**config.mk**
```make
export PLATFORM = sky130hd
export DESIGN_NAME = single_pin_uart_user_if
export DESIGN_NICKNAME = d
export VERILOG_FILES = /design/src/logic/serial_bit_engine.v /design/src/logic/single_pin_uart_user_if.v
export VERILOG_INCLUDE_DIRS = /design/src /design/src/logic
export SDC_FILE = /design/constraint.sdc
export NUM_CORES = 1
export LEC_CHECK = 0
export BUFFER_PORTS_ARGS = -buffer_cell sky130_fd_sc_hd__buf_2
export CORE_UTILIZATION = 40
export CTS_CLUSTER_SIZE = 12
export DETAILED_ROUTE_END_ITERATION = 16
export GPL_ROUTABILITY_DRIVEN = 0
export SLEW_MARGIN = 10
export SYNTH_ARGS = -nofsm -noshare
export SYNTH_HDL_FRONTEND = slang
export SYNTH_SLANG_ARGS = --single-unit
```
**constraint.sdc**
```tcl
create_clock -name clk -period 3.39 [get_ports clk]
set_input_delay 0 -clock clk [delete_from_list [all_inputs] [get_ports clk]]
set_output_delay 0 -clock clk [all_outputs]
set_load 0.05 [all_outputs]
```
**src/logic/single_pin_uart_consts.vh**
```
// constants for the single pin uart user interface
`ifndef SINGLE_PIN_UART_CONSTS_VH
`define SINGLE_PIN_UART_CONSTS_VH

// ----------------------------------------
// register offsets
// ----------------------------------------
`define OFS_MODE 8'h00
`define OFS_STATUS 8'h04
`define OFS_STATUS_CLEAR 8'h08
`define OFS_IRQ_SET 8'h0c
`define OFS_IRQ_CLEAR 8'h10
`define OFS_IRQ_MASK 8'h14
`define OFS_RX_BYTE 8'h18
`define OFS_TX_BYTE 8'h1c
`define OFS_DIVISOR 8'h20

// ----------------------------------------
// status bit positions
// ----------------------------------------
`define BIT_COLLIDE 13
`define BIT_OVERRUN 10
`define BIT_RX_READY 9
`define BIT_IDLE 8
`define BIT_CLOCK_ON 2
`define BIT_BUSY 0

// ----------------------------------------
// modes, reset values, timing
// ----------------------------------------
`define MODE_OFF 2'h0
`define MODE_RX 2'h1
`define MODE_TX 2'h2
`define MODE_RESYNC 2'h3
`define RST_WORD 32'h00000000
`define RST_DIVISOR 16'h0000
`define SYNC_PATTERN 8'h55
`define MIN_DIVISOR 32
`define RATE_STEP 8
`define SYNC_CYCLES 4
`define SYNC_EDGES 3'h4

`endif

```
**src/logic/serial_bit_engine.v**
```verilog
// serial transmitter, receiver and rate measurement on one pin
`timescale 1ns/1ps
`default_nettype none
`include "single_pin_uart_consts.vh"
module serial_bit_engine #(
   parameter DIV_W = 16
) (
   input wire clk,
   input wire nrst,
   input wire [DIV_W-1:0] divisor,
   input wire rx_en,
   input wire tx_en,
   input wire meas_en,
   input wire tx_start,
   input wire [7:0] tx_data,
   input wire line_in,
   output reg line_out,
   output reg line_oe,
   output wire tx_active,
   output wire collide,
   output reg rx_done,
   output reg [7:0] rx_data,
   output reg meas_done,
   output reg [DIV_W-1:0] meas_value
);
   // ----------------------------------------
   // rate accumulator
   // ----------------------------------------
   localparam [DIV_W:0] STEP = `RATE_STEP;
   function acc_tick;
      input [DIV_W:0] acc;
      input [DIV_W-1:0] div;
      begin
         acc_tick = (acc + STEP) >= {1'b0, div};
      end
   endfunction
   function [DIV_W:0] acc_next;
      input [DIV_W:0] acc;
      input [DIV_W-1:0] div;
      begin
         if (acc_tick(acc, div)) begin
            acc_next = acc + STEP - {1'b0, div};
         end else begin
            acc_next = acc + STEP;
         end
      end
   endfunction

   reg [DIV_W:0] rx_acc_q;
   reg [DIV_W:0] tx_acc_q;
   reg rx_run_q;
   reg tx_run_q;
   reg [3:0] rx_cnt_q;
   reg [3:0] tx_cnt_q;
   reg [7:0] rx_sh_q;
   reg [9:0] tx_sh_q;
   reg prev_q;
   reg meas_run_q;
   reg [2:0] edges_q;
   reg [DIV_W-1:0] meas_cnt_q;
   wire fall = prev_q & ~line_in;

   assign tx_active = tx_run_q;
   assign collide = tx_run_q & rx_en & (line_in != line_out);

   // ----------------------------------------
   // transmitter
   // ----------------------------------------
   always @(posedge clk) begin
      if (!nrst) begin
         tx_run_q <= 1'b0;
         tx_acc_q <= {(DIV_W+1){1'b0}};
         tx_cnt_q <= 4'h0;
         tx_sh_q <= 10'h3ff;
         line_out <= 1'b1;
         line_oe <= 1'b0;
      end else if (!tx_run_q) begin
         line_oe <= 1'b0;
         line_out <= 1'b1;
         if (tx_start && tx_en) begin
            tx_run_q <= 1'b1;
            tx_acc_q <= {(DIV_W+1){1'b0}};
            tx_cnt_q <= 4'h0;
            tx_sh_q <= {1'b1, tx_data, 1'b0};
            line_out <= 1'b0;
            line_oe <= 1'b1;
         end
      end else begin
         tx_acc_q <= acc_next(tx_acc_q, divisor);
         if (acc_tick(tx_acc_q, divisor)) begin
            tx_cnt_q <= tx_cnt_q + 4'h1;
            tx_sh_q <= {1'b1, tx_sh_q[9:1]};
            line_out <= tx_sh_q[1];
            if (tx_cnt_q == 4'h9) begin
               tx_run_q <= 1'b0;
               line_oe <= 1'b0;
               line_out <= 1'b1;
            end
         end
      end
   end

   // ----------------------------------------
   // receiver
   // ----------------------------------------
   always @(posedge clk) begin
      if (!nrst) begin
         rx_run_q <= 1'b0;
         rx_acc_q <= {(DIV_W+1){1'b0}};
         rx_cnt_q <= 4'h0;
         rx_sh_q <= 8'h00;
         rx_done <= 1'b0;
         rx_data <= 8'h00;
      end else begin
         rx_done <= 1'b0;
         if (!rx_en) begin
            rx_run_q <= 1'b0;
         end else if (!rx_run_q) begin
            if (fall) begin
               rx_run_q <= 1'b1;
               rx_acc_q <= {2'b00, divisor[DIV_W-1:1]};
               rx_cnt_q <= 4'h0;
            end
         end else begin
            rx_acc_q <= acc_next(rx_acc_q, divisor);
            if (acc_tick(rx_acc_q, divisor)) begin
               rx_cnt_q <= rx_cnt_q + 4'h1;
               if (rx_cnt_q == 4'h0) begin
                  rx_run_q <= ~line_in;
               end else if (rx_cnt_q == 4'h9) begin
                  rx_run_q <= 1'b0;
                  rx_done <= line_in;
                  rx_data <= rx_sh_q;
               end else begin
                  rx_sh_q <= {line_in, rx_sh_q[7:1]};
               end
            end
         end
      end
   end

   // ----------------------------------------
   // sync byte measurement
   // ----------------------------------------
   always @(posedge clk) begin
      if (!nrst) begin
         prev_q <= 1'b1;
         meas_run_q <= 1'b0;
         edges_q <= 3'h0;
         meas_cnt_q <= {DIV_W{1'b0}};
         meas_done <= 1'b0;
         meas_value <= {DIV_W{1'b0}};
      end else begin
         prev_q <= line_in;
         meas_done <= 1'b0;
         if (!meas_en) begin
            meas_run_q <= 1'b0;
         end else if (!meas_run_q) begin
            if (fall) begin
               meas_run_q <= 1'b1;
               edges_q <= 3'h0;
               meas_cnt_q <= {DIV_W{1'b0}};
            end
         end else begin
            meas_cnt_q <= meas_cnt_q + {{(DIV_W-1){1'b0}}, 1'b1};
            if (fall) begin
               edges_q <= edges_q + 3'h1;
               if (edges_q == `SYNC_EDGES - 3'h1) begin
                  meas_run_q <= 1'b0;
                  meas_done <= 1'b1;
                  meas_value <= meas_cnt_q + {{(DIV_W-1){1'b0}}, 1'b1};
               end
            end
         end
      end
   end
endmodule
`default_nettype wire

```
**src/logic/single_pin_uart_user_if.v**
```verilog
// apb register front end of the single pin uart
//
// Local design decision: the APB slave port.
`timescale 1ns/1ps
`default_nettype none
`include "single_pin_uart_consts.vh"
module single_pin_uart_user_if #(
   parameter ADDR_W = 8,
   parameter DIV_W = 16,
   parameter SYNC_CYCLES = `SYNC_CYCLES
) (
   input wire clk,
   input wire nrst,
   input wire psel,
   input wire penable,
   input wire pwrite,
   input wire [ADDR_W-1:0] paddr,
   input wire [31:0] pwdata,
   output reg [31:0] prdata,
   output wire pready,
   output wire pslverr,
   input wire osc_clock_on,
   input wire line_in,
   output wire line_out,
   output wire line_oe,
   output wire irq
);
   // ----------------------------------------
   // declarations
   // ----------------------------------------
   localparam [3:0] SYNC_LOAD = SYNC_CYCLES;
   localparam [1:0] F_IDLE = 2'h0;
   localparam [1:0] F_RXRDY = 2'h1;
   localparam [1:0] F_OVR = 2'h2;
   localparam [1:0] F_COL = 2'h3;

   reg [1:0] mode_q;
   reg [DIV_W-1:0] divisor_q;
   reg [7:0] tx_byte_q;
   reg [7:0] rx_byte_q;
   reg unread_q;
   reg synced_q;
   reg [3:0] sync_cnt_q;
   reg busy_prev_q;
   reg [3:0] flags_q;
   reg [3:0] mask_q;
   reg err_q;

   wire [7:0] rx_data;
   wire rx_done;
   wire meas_done;
   wire [DIV_W-1:0] meas_value;
   wire tx_active;
   wire collide;
   wire busy;
   wire [3:0] flag_set;
   wire [3:0] flag_clr;
   wire [3:0] wr_bits;
   wire setup = psel & ~penable;
   wire access = psel & penable;
   wire wr = access & pwrite;
   wire [7:0] addr = paddr[7:0];

   // ----------------------------------------
   // address decoding
   // ----------------------------------------
   function mapped;
      input [7:0] a;
      begin
         if (a[1:0] != 2'b00) begin
            mapped = 1'b0;
         end else if (a > `OFS_DIVISOR) begin
            mapped = 1'b0;
         end else begin
            mapped = 1'b1;
         end
      end
   endfunction

   function [3:0] flag_bits;
      input [31:0] w;
      begin
         flag_bits = {w[`BIT_COLLIDE], w[`BIT_OVERRUN], w[`BIT_RX_READY], w[`BIT_IDLE]};
      end
   endfunction

   function [31:0] flag_word;
      input [3:0] f;
      begin
         flag_word = `RST_WORD;
         flag_word[`BIT_COLLIDE] = f[F_COL];
         flag_word[`BIT_OVERRUN] = f[F_OVR];
         flag_word[`BIT_RX_READY] = f[F_RXRDY];
         flag_word[`BIT_IDLE] = f[F_IDLE];
      end
   endfunction

   wire wr_mode = wr & (addr == `OFS_MODE) & ~busy;
   wire wr_div = wr & (addr == `OFS_DIVISOR) & ~busy;
   wire wr_tx = wr & (addr == `OFS_TX_BYTE) & ~busy;
   wire wr_sclr = wr & (addr == `OFS_STATUS_CLEAR);
   wire wr_iset = wr & (addr == `OFS_IRQ_SET);
   wire wr_iclr = wr & (addr == `OFS_IRQ_CLEAR);
   wire rd_rx = access & ~pwrite & (addr == `OFS_RX_BYTE);

   assign wr_bits = flag_bits(pwdata);
   assign pready = access;
   assign pslverr = access & err_q;

   // ----------------------------------------
   // mode, divisor and transmit byte
   // ----------------------------------------
   wire rx_mode = (mode_q == `MODE_RX) | ((mode_q == `MODE_RESYNC) & synced_q);
   wire tx_mode = (mode_q == `MODE_TX);
   wire meas_mode = (mode_q == `MODE_RESYNC) & ~synced_q;

   always @(posedge clk) begin
      if (!nrst) begin
         mode_q <= `MODE_OFF;
         divisor_q <= `RST_DIVISOR;
         tx_byte_q <= 8'h00;
         synced_q <= 1'b0;
      end else begin
         if (wr_mode) begin
            mode_q <= pwdata[1:0];
            synced_q <= 1'b0;
         end
         if (wr_div) begin
            divisor_q <= pwdata[DIV_W-1:0];
            synced_q <= 1'b1;
         end else if (meas_mode && meas_done) begin
            divisor_q <= meas_value;
            synced_q <= 1'b1;
         end
         if (wr_tx) begin
            tx_byte_q <= pwdata[7:0];
         end
      end
   end

   // ----------------------------------------
   // crossing busy and idle edge
   // ----------------------------------------
   assign busy = (sync_cnt_q != 4'h0) | tx_active;

   always @(posedge clk) begin
      if (!nrst) begin
         sync_cnt_q <= 4'h0;
         busy_prev_q <= 1'b0;
      end else begin
         busy_prev_q <= busy;
         if (wr_mode || wr_div || wr_tx) begin
            sync_cnt_q <= SYNC_LOAD;
         end else if (sync_cnt_q != 4'h0) begin
            sync_cnt_q <= sync_cnt_q - 4'h1;
         end
      end
   end

   // ----------------------------------------
   // receive byte and unread tracking
   // ----------------------------------------
   wire rx_take = rx_done & rx_mode;

   always @(posedge clk) begin
      if (!nrst) begin
         rx_byte_q <= 8'h00;
         unread_q <= 1'b0;
      end else begin
         if (rx_take) begin
            rx_byte_q <= rx_data;
            unread_q <= 1'b1;
         end else if (rd_rx) begin
            unread_q <= 1'b0;
         end
      end
   end

   // ----------------------------------------
   // sticky flags and mask
   // ----------------------------------------
   assign flag_set[F_IDLE] = busy_prev_q & ~busy;
   assign flag_set[F_RXRDY] = rx_take;
   assign flag_set[F_OVR] = rx_take & unread_q & ~rd_rx;
   assign flag_set[F_COL] = collide;
   assign flag_clr = wr_sclr ? wr_bits : 4'h0;

   genvar gi;
   generate
      for (gi = 0; gi < 4; gi = gi + 1) begin : g_flag
         always @(posedge clk) begin
            if (!nrst) begin
               flags_q[gi] <= 1'b0;
               mask_q[gi] <= 1'b0;
            end else begin
               if (flag_set[gi]) begin
                  flags_q[gi] <= 1'b1;
               end else if (flag_clr[gi]) begin
                  flags_q[gi] <= 1'b0;
               end
               if (wr_iset && wr_bits[gi]) begin
                  mask_q[gi] <= 1'b1;
               end else if (wr_iclr && wr_bits[gi]) begin
                  mask_q[gi] <= 1'b0;
               end
            end
         end
      end
   endgenerate

   assign irq = |(flags_q & mask_q);

   // ----------------------------------------
   // read data
   // ----------------------------------------
   reg [31:0] rdata_d;
   always @* begin
      rdata_d = `RST_WORD;
      if (addr == `OFS_MODE) begin
         rdata_d[1:0] = mode_q;
      end else if (addr == `OFS_STATUS) begin
         rdata_d = flag_word(flags_q);
         rdata_d[`BIT_CLOCK_ON] = osc_clock_on;
         rdata_d[`BIT_BUSY] = busy;
      end else if (addr == `OFS_IRQ_MASK) begin
         rdata_d = flag_word(mask_q);
      end else if (addr == `OFS_RX_BYTE) begin
         rdata_d[7:0] = rx_byte_q;
      end else if (addr == `OFS_TX_BYTE) begin
         rdata_d[7:0] = tx_byte_q;
      end else if (addr == `OFS_DIVISOR) begin
         rdata_d[DIV_W-1:0] = divisor_q;
      end
   end

   always @(posedge clk) begin
      if (!nrst) begin
         prdata <= `RST_WORD;
         err_q <= 1'b0;
      end else if (setup) begin
         prdata <= pwrite ? `RST_WORD : rdata_d;
         err_q <= ~mapped(addr) | (paddr > `OFS_DIVISOR);
      end
   end

   // ----------------------------------------
   // serial engine
   // ----------------------------------------
   serial_bit_engine #(
      .DIV_W(DIV_W)
   ) u_engine (
      .clk(clk),
      .nrst(nrst),
      .divisor(divisor_q),
      .rx_en(rx_mode),
      .tx_en(tx_mode),
      .meas_en(meas_mode),
      .tx_start(wr_tx),
      .tx_data(pwdata[7:0]),
      .line_in(line_in),
      .line_out(line_out),
      .line_oe(line_oe),
      .tx_active(tx_active),
      .collide(collide),
      .rx_done(rx_done),
      .rx_data(rx_data),
      .meas_done(meas_done),
      .meas_value(meas_value)
   );
endmodule
`default_nettype wire

```
=== Word level (Yosys, flattened, before mapping) ===
Cells that the tools add are included.

* Add/sub/neg operators: 9
* Reduce and logical (&&, ||, !) cells: 46
* Equal/unequal tests: 18
* Magnitude comparators: 3
* Bitwise operators: 41
* Mux-type cells: 80

{| class="wikitable"
|+ Operators with widths
! cell !! number
|-
| two-way mux 16 bit || 7
|-
| two-way mux 17 bit || 6
|-
| two-way mux 1 bit || 45
|-
| adder 17 x 4 -> 17 bit (second input constant) || 2
|-
| >= comparator 17 x 16 -> 1 bit || 2
|-
| subtractor 17 x 16 -> 17 bit || 2
|-
| equality test 8 x 5 -> 1 bit (second input constant) || 4
|-
| two-way mux 32 bit || 1
|-
| two-way mux 8 bit || 4
|-
| two-way mux 10 bit || 3
|-
| two-way mux 30 bit || 1
|-
| nonzero test 2 bit || 15
|-
| two-way mux 4 bit || 7
|-
| bitwise AND 1 bit || 24
|-
| adder 16 x 1 -> 16 bit (second input constant) || 1
|-
| equality test 8 x 4 -> 1 bit (second input constant) || 2
|-
| two-way mux 3 bit || 5
|-
| AND reduction 2 bit || 7
|-
| NOT 1 bit || 13
|-
| logical AND 1 bit || 10
|-
| AND reduction 5 bit || 2
|-
| adder 4 x 1 -> 4 bit (second input constant) || 2
|-
| equality test 4 bit (second input constant) || 2
|-
| equality test 8 x 3 -> 1 bit (second input constant) || 1
|-
| other kinds (22) || 29
|}

* Logic and storage cells: 234
* Input bits: 47
* Bits in registers: 193
* Output and inout port bits: 37

=== Depth between registers and ports, before layout ===
* Word-level depth: 8
* Mapped depth: 15
* Gate-level depth less buffers: 13

=== Cells and area by module ===
From an unflattened synthesis, not the netlist that was laid out.

* Cells, all modules: 1293
* Area, all modules: 10481.3 µm²

{| class="wikitable"
|+ Modules (own cells, without submodules)
! module !! instances !! cells an instance !! area each (µm²)
|-
| serial_bit_engine || 1 || 888 || 7166.9
|-
| single_pin_uart_user_if || 1 || 405 || 3314.4
|}

=== Least setup slack after synthesis ===
No wires, ideal clock.

* Path kind: register -> register
* Start point: register u_engine.rx_acc_q[3]
* End point: register u_engine.rx_data[1]
* Period minus slack after synthesis: 3019 ps
* Cell stages (with the launch flop): 14
* Data arrival time: 2947 ps
* Library setup time: 72 ps
* Path buffers: 1
* Path slack: 371 ps
* Cells stage by stage: dfxtp_1 ha_1 nand3_1 nand2b_1 xnor2_1 ha_1 nand2_1 or3_1 o211ai_2 o31ai_2 o211a_4 nor4_1 buf_4 mux2i_1

* Longest elaborated chain between the ends: 3

{| class="wikitable"
|+ Ends and longest elaborated chain
! what !! RTL line !! RTL
|-
| start, declared || serial_bit_engine.v:49 || <nowiki>reg [DIV_W:0] rx_acc_q;</nowiki>
|-
| start signal, assigned || serial_bit_engine.v:109 || <nowiki>rx_acc_q <= {(DIV_W+1){1'b0}};</nowiki>
|-
| start signal, assigned || serial_bit_engine.v:121 || <nowiki>rx_acc_q <= {2'b00, divisor[DIV_W-1:1]};</nowiki>
|-
| start signal, assigned || serial_bit_engine.v:125 || <nowiki>rx_acc_q <= acc_next(rx_acc_q, divisor);</nowiki>
|-
| adder 17 x 4 -> 17 bit || serial_bit_engine.v:34 || <nowiki>acc_tick = (acc + STEP) >= {1'b0, div};</nowiki>
|-
| >= comparator 17 x 16 -> 1 bit || serial_bit_engine.v:34 ||
|-
| AND reduction 5 bit (no source line) || - ||
|-
| end signal, assigned || serial_bit_engine.v:133 || <nowiki>rx_data <= rx_sh_q;</nowiki>
|-
| end, declared || serial_bit_engine.v:22 || <nowiki>output reg [7:0] rx_data,</nowiki>
|}

No other way between the ends.
A chain may end at the register's enable or synchronous reset.

=== Final worst setup path ===
* Start point: register u_engine.rx_acc_q[6]
* End point: register u_engine.rx_data[4]

Same word-level chain as after synthesis.

==> metrics <==
skew final 17.5 ps; drt total wl 28800 um; gate count of the mapped netlist 1266; most common cell after layout, fill and taps aside dfxtp_1; non-filler cells, final 1667; hold violation total from the final report 0; CTS root buf clkbuf_16; first-pass GRT wire length 46700 um; clock latency on the worst-skew pair 440 ps; period utilization 0.960; total global routing overflow 0; first-iteration detailed-routing DRC count 675; total power 4.46 mW; number of antenna diodes 0; die height 161 um; Seq/Total Area, Yosys 0.346; pre-CTS setup slack 56.1 ps; Critical Path AT around 3600 ps; fill count about 2400; setup violators final 0; CTS buffer count 17; Distinct cells, synth a little over 80; total area of sequential cells roughly 0.0035 mm2; critical path fanouts, max 7; Rows 57; placed cell count 1607; Combinational Power Share 0.070; Layout area overhead 16.1%; Seq pwr share 0.472; DR vias/cell 5.60; DRC Markers 0; biggest cell delay along the critical path 430 ps; Int Pwr 3.21 mW; Die W 161 um; #FFs+latches synth 175; number of detailed-route iterations in the first pass 6; HP Class in -> reg; Slew @ Worst Pin 928 ps; Total GRT Usage 0.224; I/O Pins 84; Critical Path RT 3760 ps; worst rel slew slack 0.381; syn avg cell area 8.00 um2; CP max-delay cell dfxtp_1; number of max-cap violations 0; Longest Clk Path Bufs 2; Critical Path Source Type register; most frequent CP cell and4_2; core area 0.0246 mm2; Reg clk slew, reported paths 80 ps; multi-input logic area 0.00623 mm2; outcome complete, no violations; ys flop type dfxtp_1; fin worst setup slack 134 ps; most frequent cells in the layout dfxtp_1 (167), nand2_1 (162), nor2_1 (128), a21oi_1 (84), nand3_1 (62); Clk network pwr share 0.459; share of cells above drive strength 1 0.126; Sw Ratio 0.279; CP endpoint kind register; Tmin final 3260 ps; Hold WS 22.3 ps; Crit Path Category reg -> reg; Syn. warnings 0; PD cells between 300 and 400 mW/mm2; Initial Util 0.412; maximum vdd drop 286 uV; asr flop ratio synth 0; largest net degree at the start of global routing 84; Routed Antenna Nets 0; CTS sink count around 180; Mapped Area between 0.01 and 0.015 mm2; Leakage roughly 4.4 nW; dpl hpwl 20700 um; crit path cell chain and4_2, nand4_1, xnor2_1, ha_1, and4_2, o211ai_1, a21oi_2, o31ai_4, o211a_4, nor4_4, buf_6, mux2i_1; vias after detailed routing a little over 9000; fin. max-slew vios 0; H-tree depth 4; number of port buffers 51; fmax 307 MHz; die area around 0.026 mm2; vias in the first global route around 9000; Final #Nets 1423; initial antenna violation count 0; CTS tree built; WL per Instance 17.3 um; number of enable flip-flop cells after synthesis 0; NetSw between 1 and 1.5 mW
==> critical path, delay by kind of cell (launching register included) <==
family | cells | cell delay [ps]
DFF | 1 | 430
and+or+nand+nor | 4 | 1030
muxes | 1 | 190
buffers and inverters | 1 | 200
xor gates and xnor gates | 1 | 180
adders and majority gates | 1 | 360
AOI/OAI and AO/OA | 4 | 800
==> stage by stage <==
| step | utilization | instance area (um2) | setup TNS [ps] |
|---|---|---|---|
| 2_1_floorplan | - | 10200 | 0 |
| 3_3_place_gp | 0.436 | 10700 | 0 |
| 3_5_place_dp | 0.436 | 10700 | 0 |
| 4_1_cts | 0.471 | 11600 | 0 |
| 5_1_grt | 0.478 | 11800 | -121 |
| 6_report | 0.478 | 11800 | 0 |
==> sequential cells by signal (all words and copies together) (netlist names), 2 cells and up <==
register and cells:
u_engine.edges_q 3, divisor_q 16, rx_byte_q 8, tx_byte_q 8
u_engine.meas_value 16, mode_q 2, u_engine.tx_cnt_q 4, u_engine.rx_sh_q 8
u_engine.rx_acc_q 17, u_engine.tx_acc_q 17, flags_q 4, u_engine.tx_sh_q 8
u_engine.rx_cnt_q 4, u_engine.meas_cnt_q 16, prdata 16, sync_cnt_q 4
u_engine.rx_data 8, mask_q 4
==> final timing paths <==
check / startpoint / end / slack (ps) / cells past startpoint
hold reg to reg: tx_byte_q[5] / tx_byte_q[5] / 450 / 2
setup reg to reg: u_engine.rx_acc_q[6] / u_engine.rx_data[4] / 130 / 12
setup / recovery: u_engine.rx_acc_q[6] / u_engine.rx_data[4] / 130 / 12
hold / removal: paddr[4] / prdata[2] / 20 / 4
==> area by class of cell <==
cell class,instances,area share
tap,324,0.0345
inverter,48,0.0155
clock inverter,14,0.0153
multi-input combinational,975,0.530
sequential,175,0.299
timing repair buffer,113,0.0685
clock buffer,18,0.0374
==> Yosys cell counts (9+ instances only) <==
| cell | count | share of area |
|---|---|---|
| dfxtp_1 | 175 | 0.35 |
| nand2_1 | 162 | 0.060 |
| nor2_1 | 130 | 0.048 |
| a21oi_1 | 85 | 0.042 |
| nand3_1 | 62 | 0.031 |
| clkbuf_1 | 57 | 0.021 |
| o21ai_0 | 49 | 0.024 |
| inv_1 | 47 | 0.017 |
| ha_1 | 44 | 0.054 |
| mux2i_1 | 41 | 0.041 |
| xnor2_1 | 41 | 0.035 |
| a22oi_1 | 36 | 0.027 |
| a211oi_1 | 22 | 0.016 |
| xor2_1 | 21 | 0.018 |
| a311oi_1 | 20 | 0.017 |
| buf_4 | 18 | 0.013 |
| and3_1 | 16 | 0.0099 |
| nor2b_1 | 16 | 0.0099 |
| o22ai_1 | 15 | 0.0093 |
| and2_1 | 14 | 0.0086 |
| nand4_1 | 14 | 0.0086 |
| nor3_1 | 14 | 0.0069 |
| a31oi_1 | 12 | 0.0074 |
| o211ai_1 | 12 | 0.0089 |
| nand2b_1 | 9 | 0.0056 |
==> cells by family after synthesis <==
group	synth area share
other cells	0.000370
compound gates	0.215
simple gates	0.227
fa+ha+maj	0.0583
mux	0.0427
buf+inv	0.0558
xor+xnor	0.0552
flops	0.346
==> per-layer routing <==
metal | vias to the layer above | wire length, um | global-route usage
li1 | 4643 | - | -
met3 | 27 | 1450 | 0.0342
met1 | 4385 | 13700 | 0.306
met2 | 287 | 13200 | 0.368
met5 | - | 0 | 0
met4 | 0 | 410 | 0.0562
==> repair_timing <==
action | CTS | global route
gates resized for setup | 0 | 41
endpoints found under the setup margin | 0 | 68
hold buffers | 23 | 0
setup buffers | 0 | 4
hold endpoints to repair | 49 | 0
==> power groups by stage <==
stage | Sequential, mW | Clock [mW] | Combinational (mW)
2_1_floorplan | 2.15 | 0 | 0.228
6_report | 2.10 | 2.05 | 0.310
4_1_cts | 2.10 | 2.08 | 0.309
5_1_grt | 2.11 | 2.15 | 0.340
3_5_place_dp | 2.15 | 0 | 0.287
3_3_place_gp | 2.15 | 0 | 0.286
Note: power is estimated with default switching activity, not from simulation.
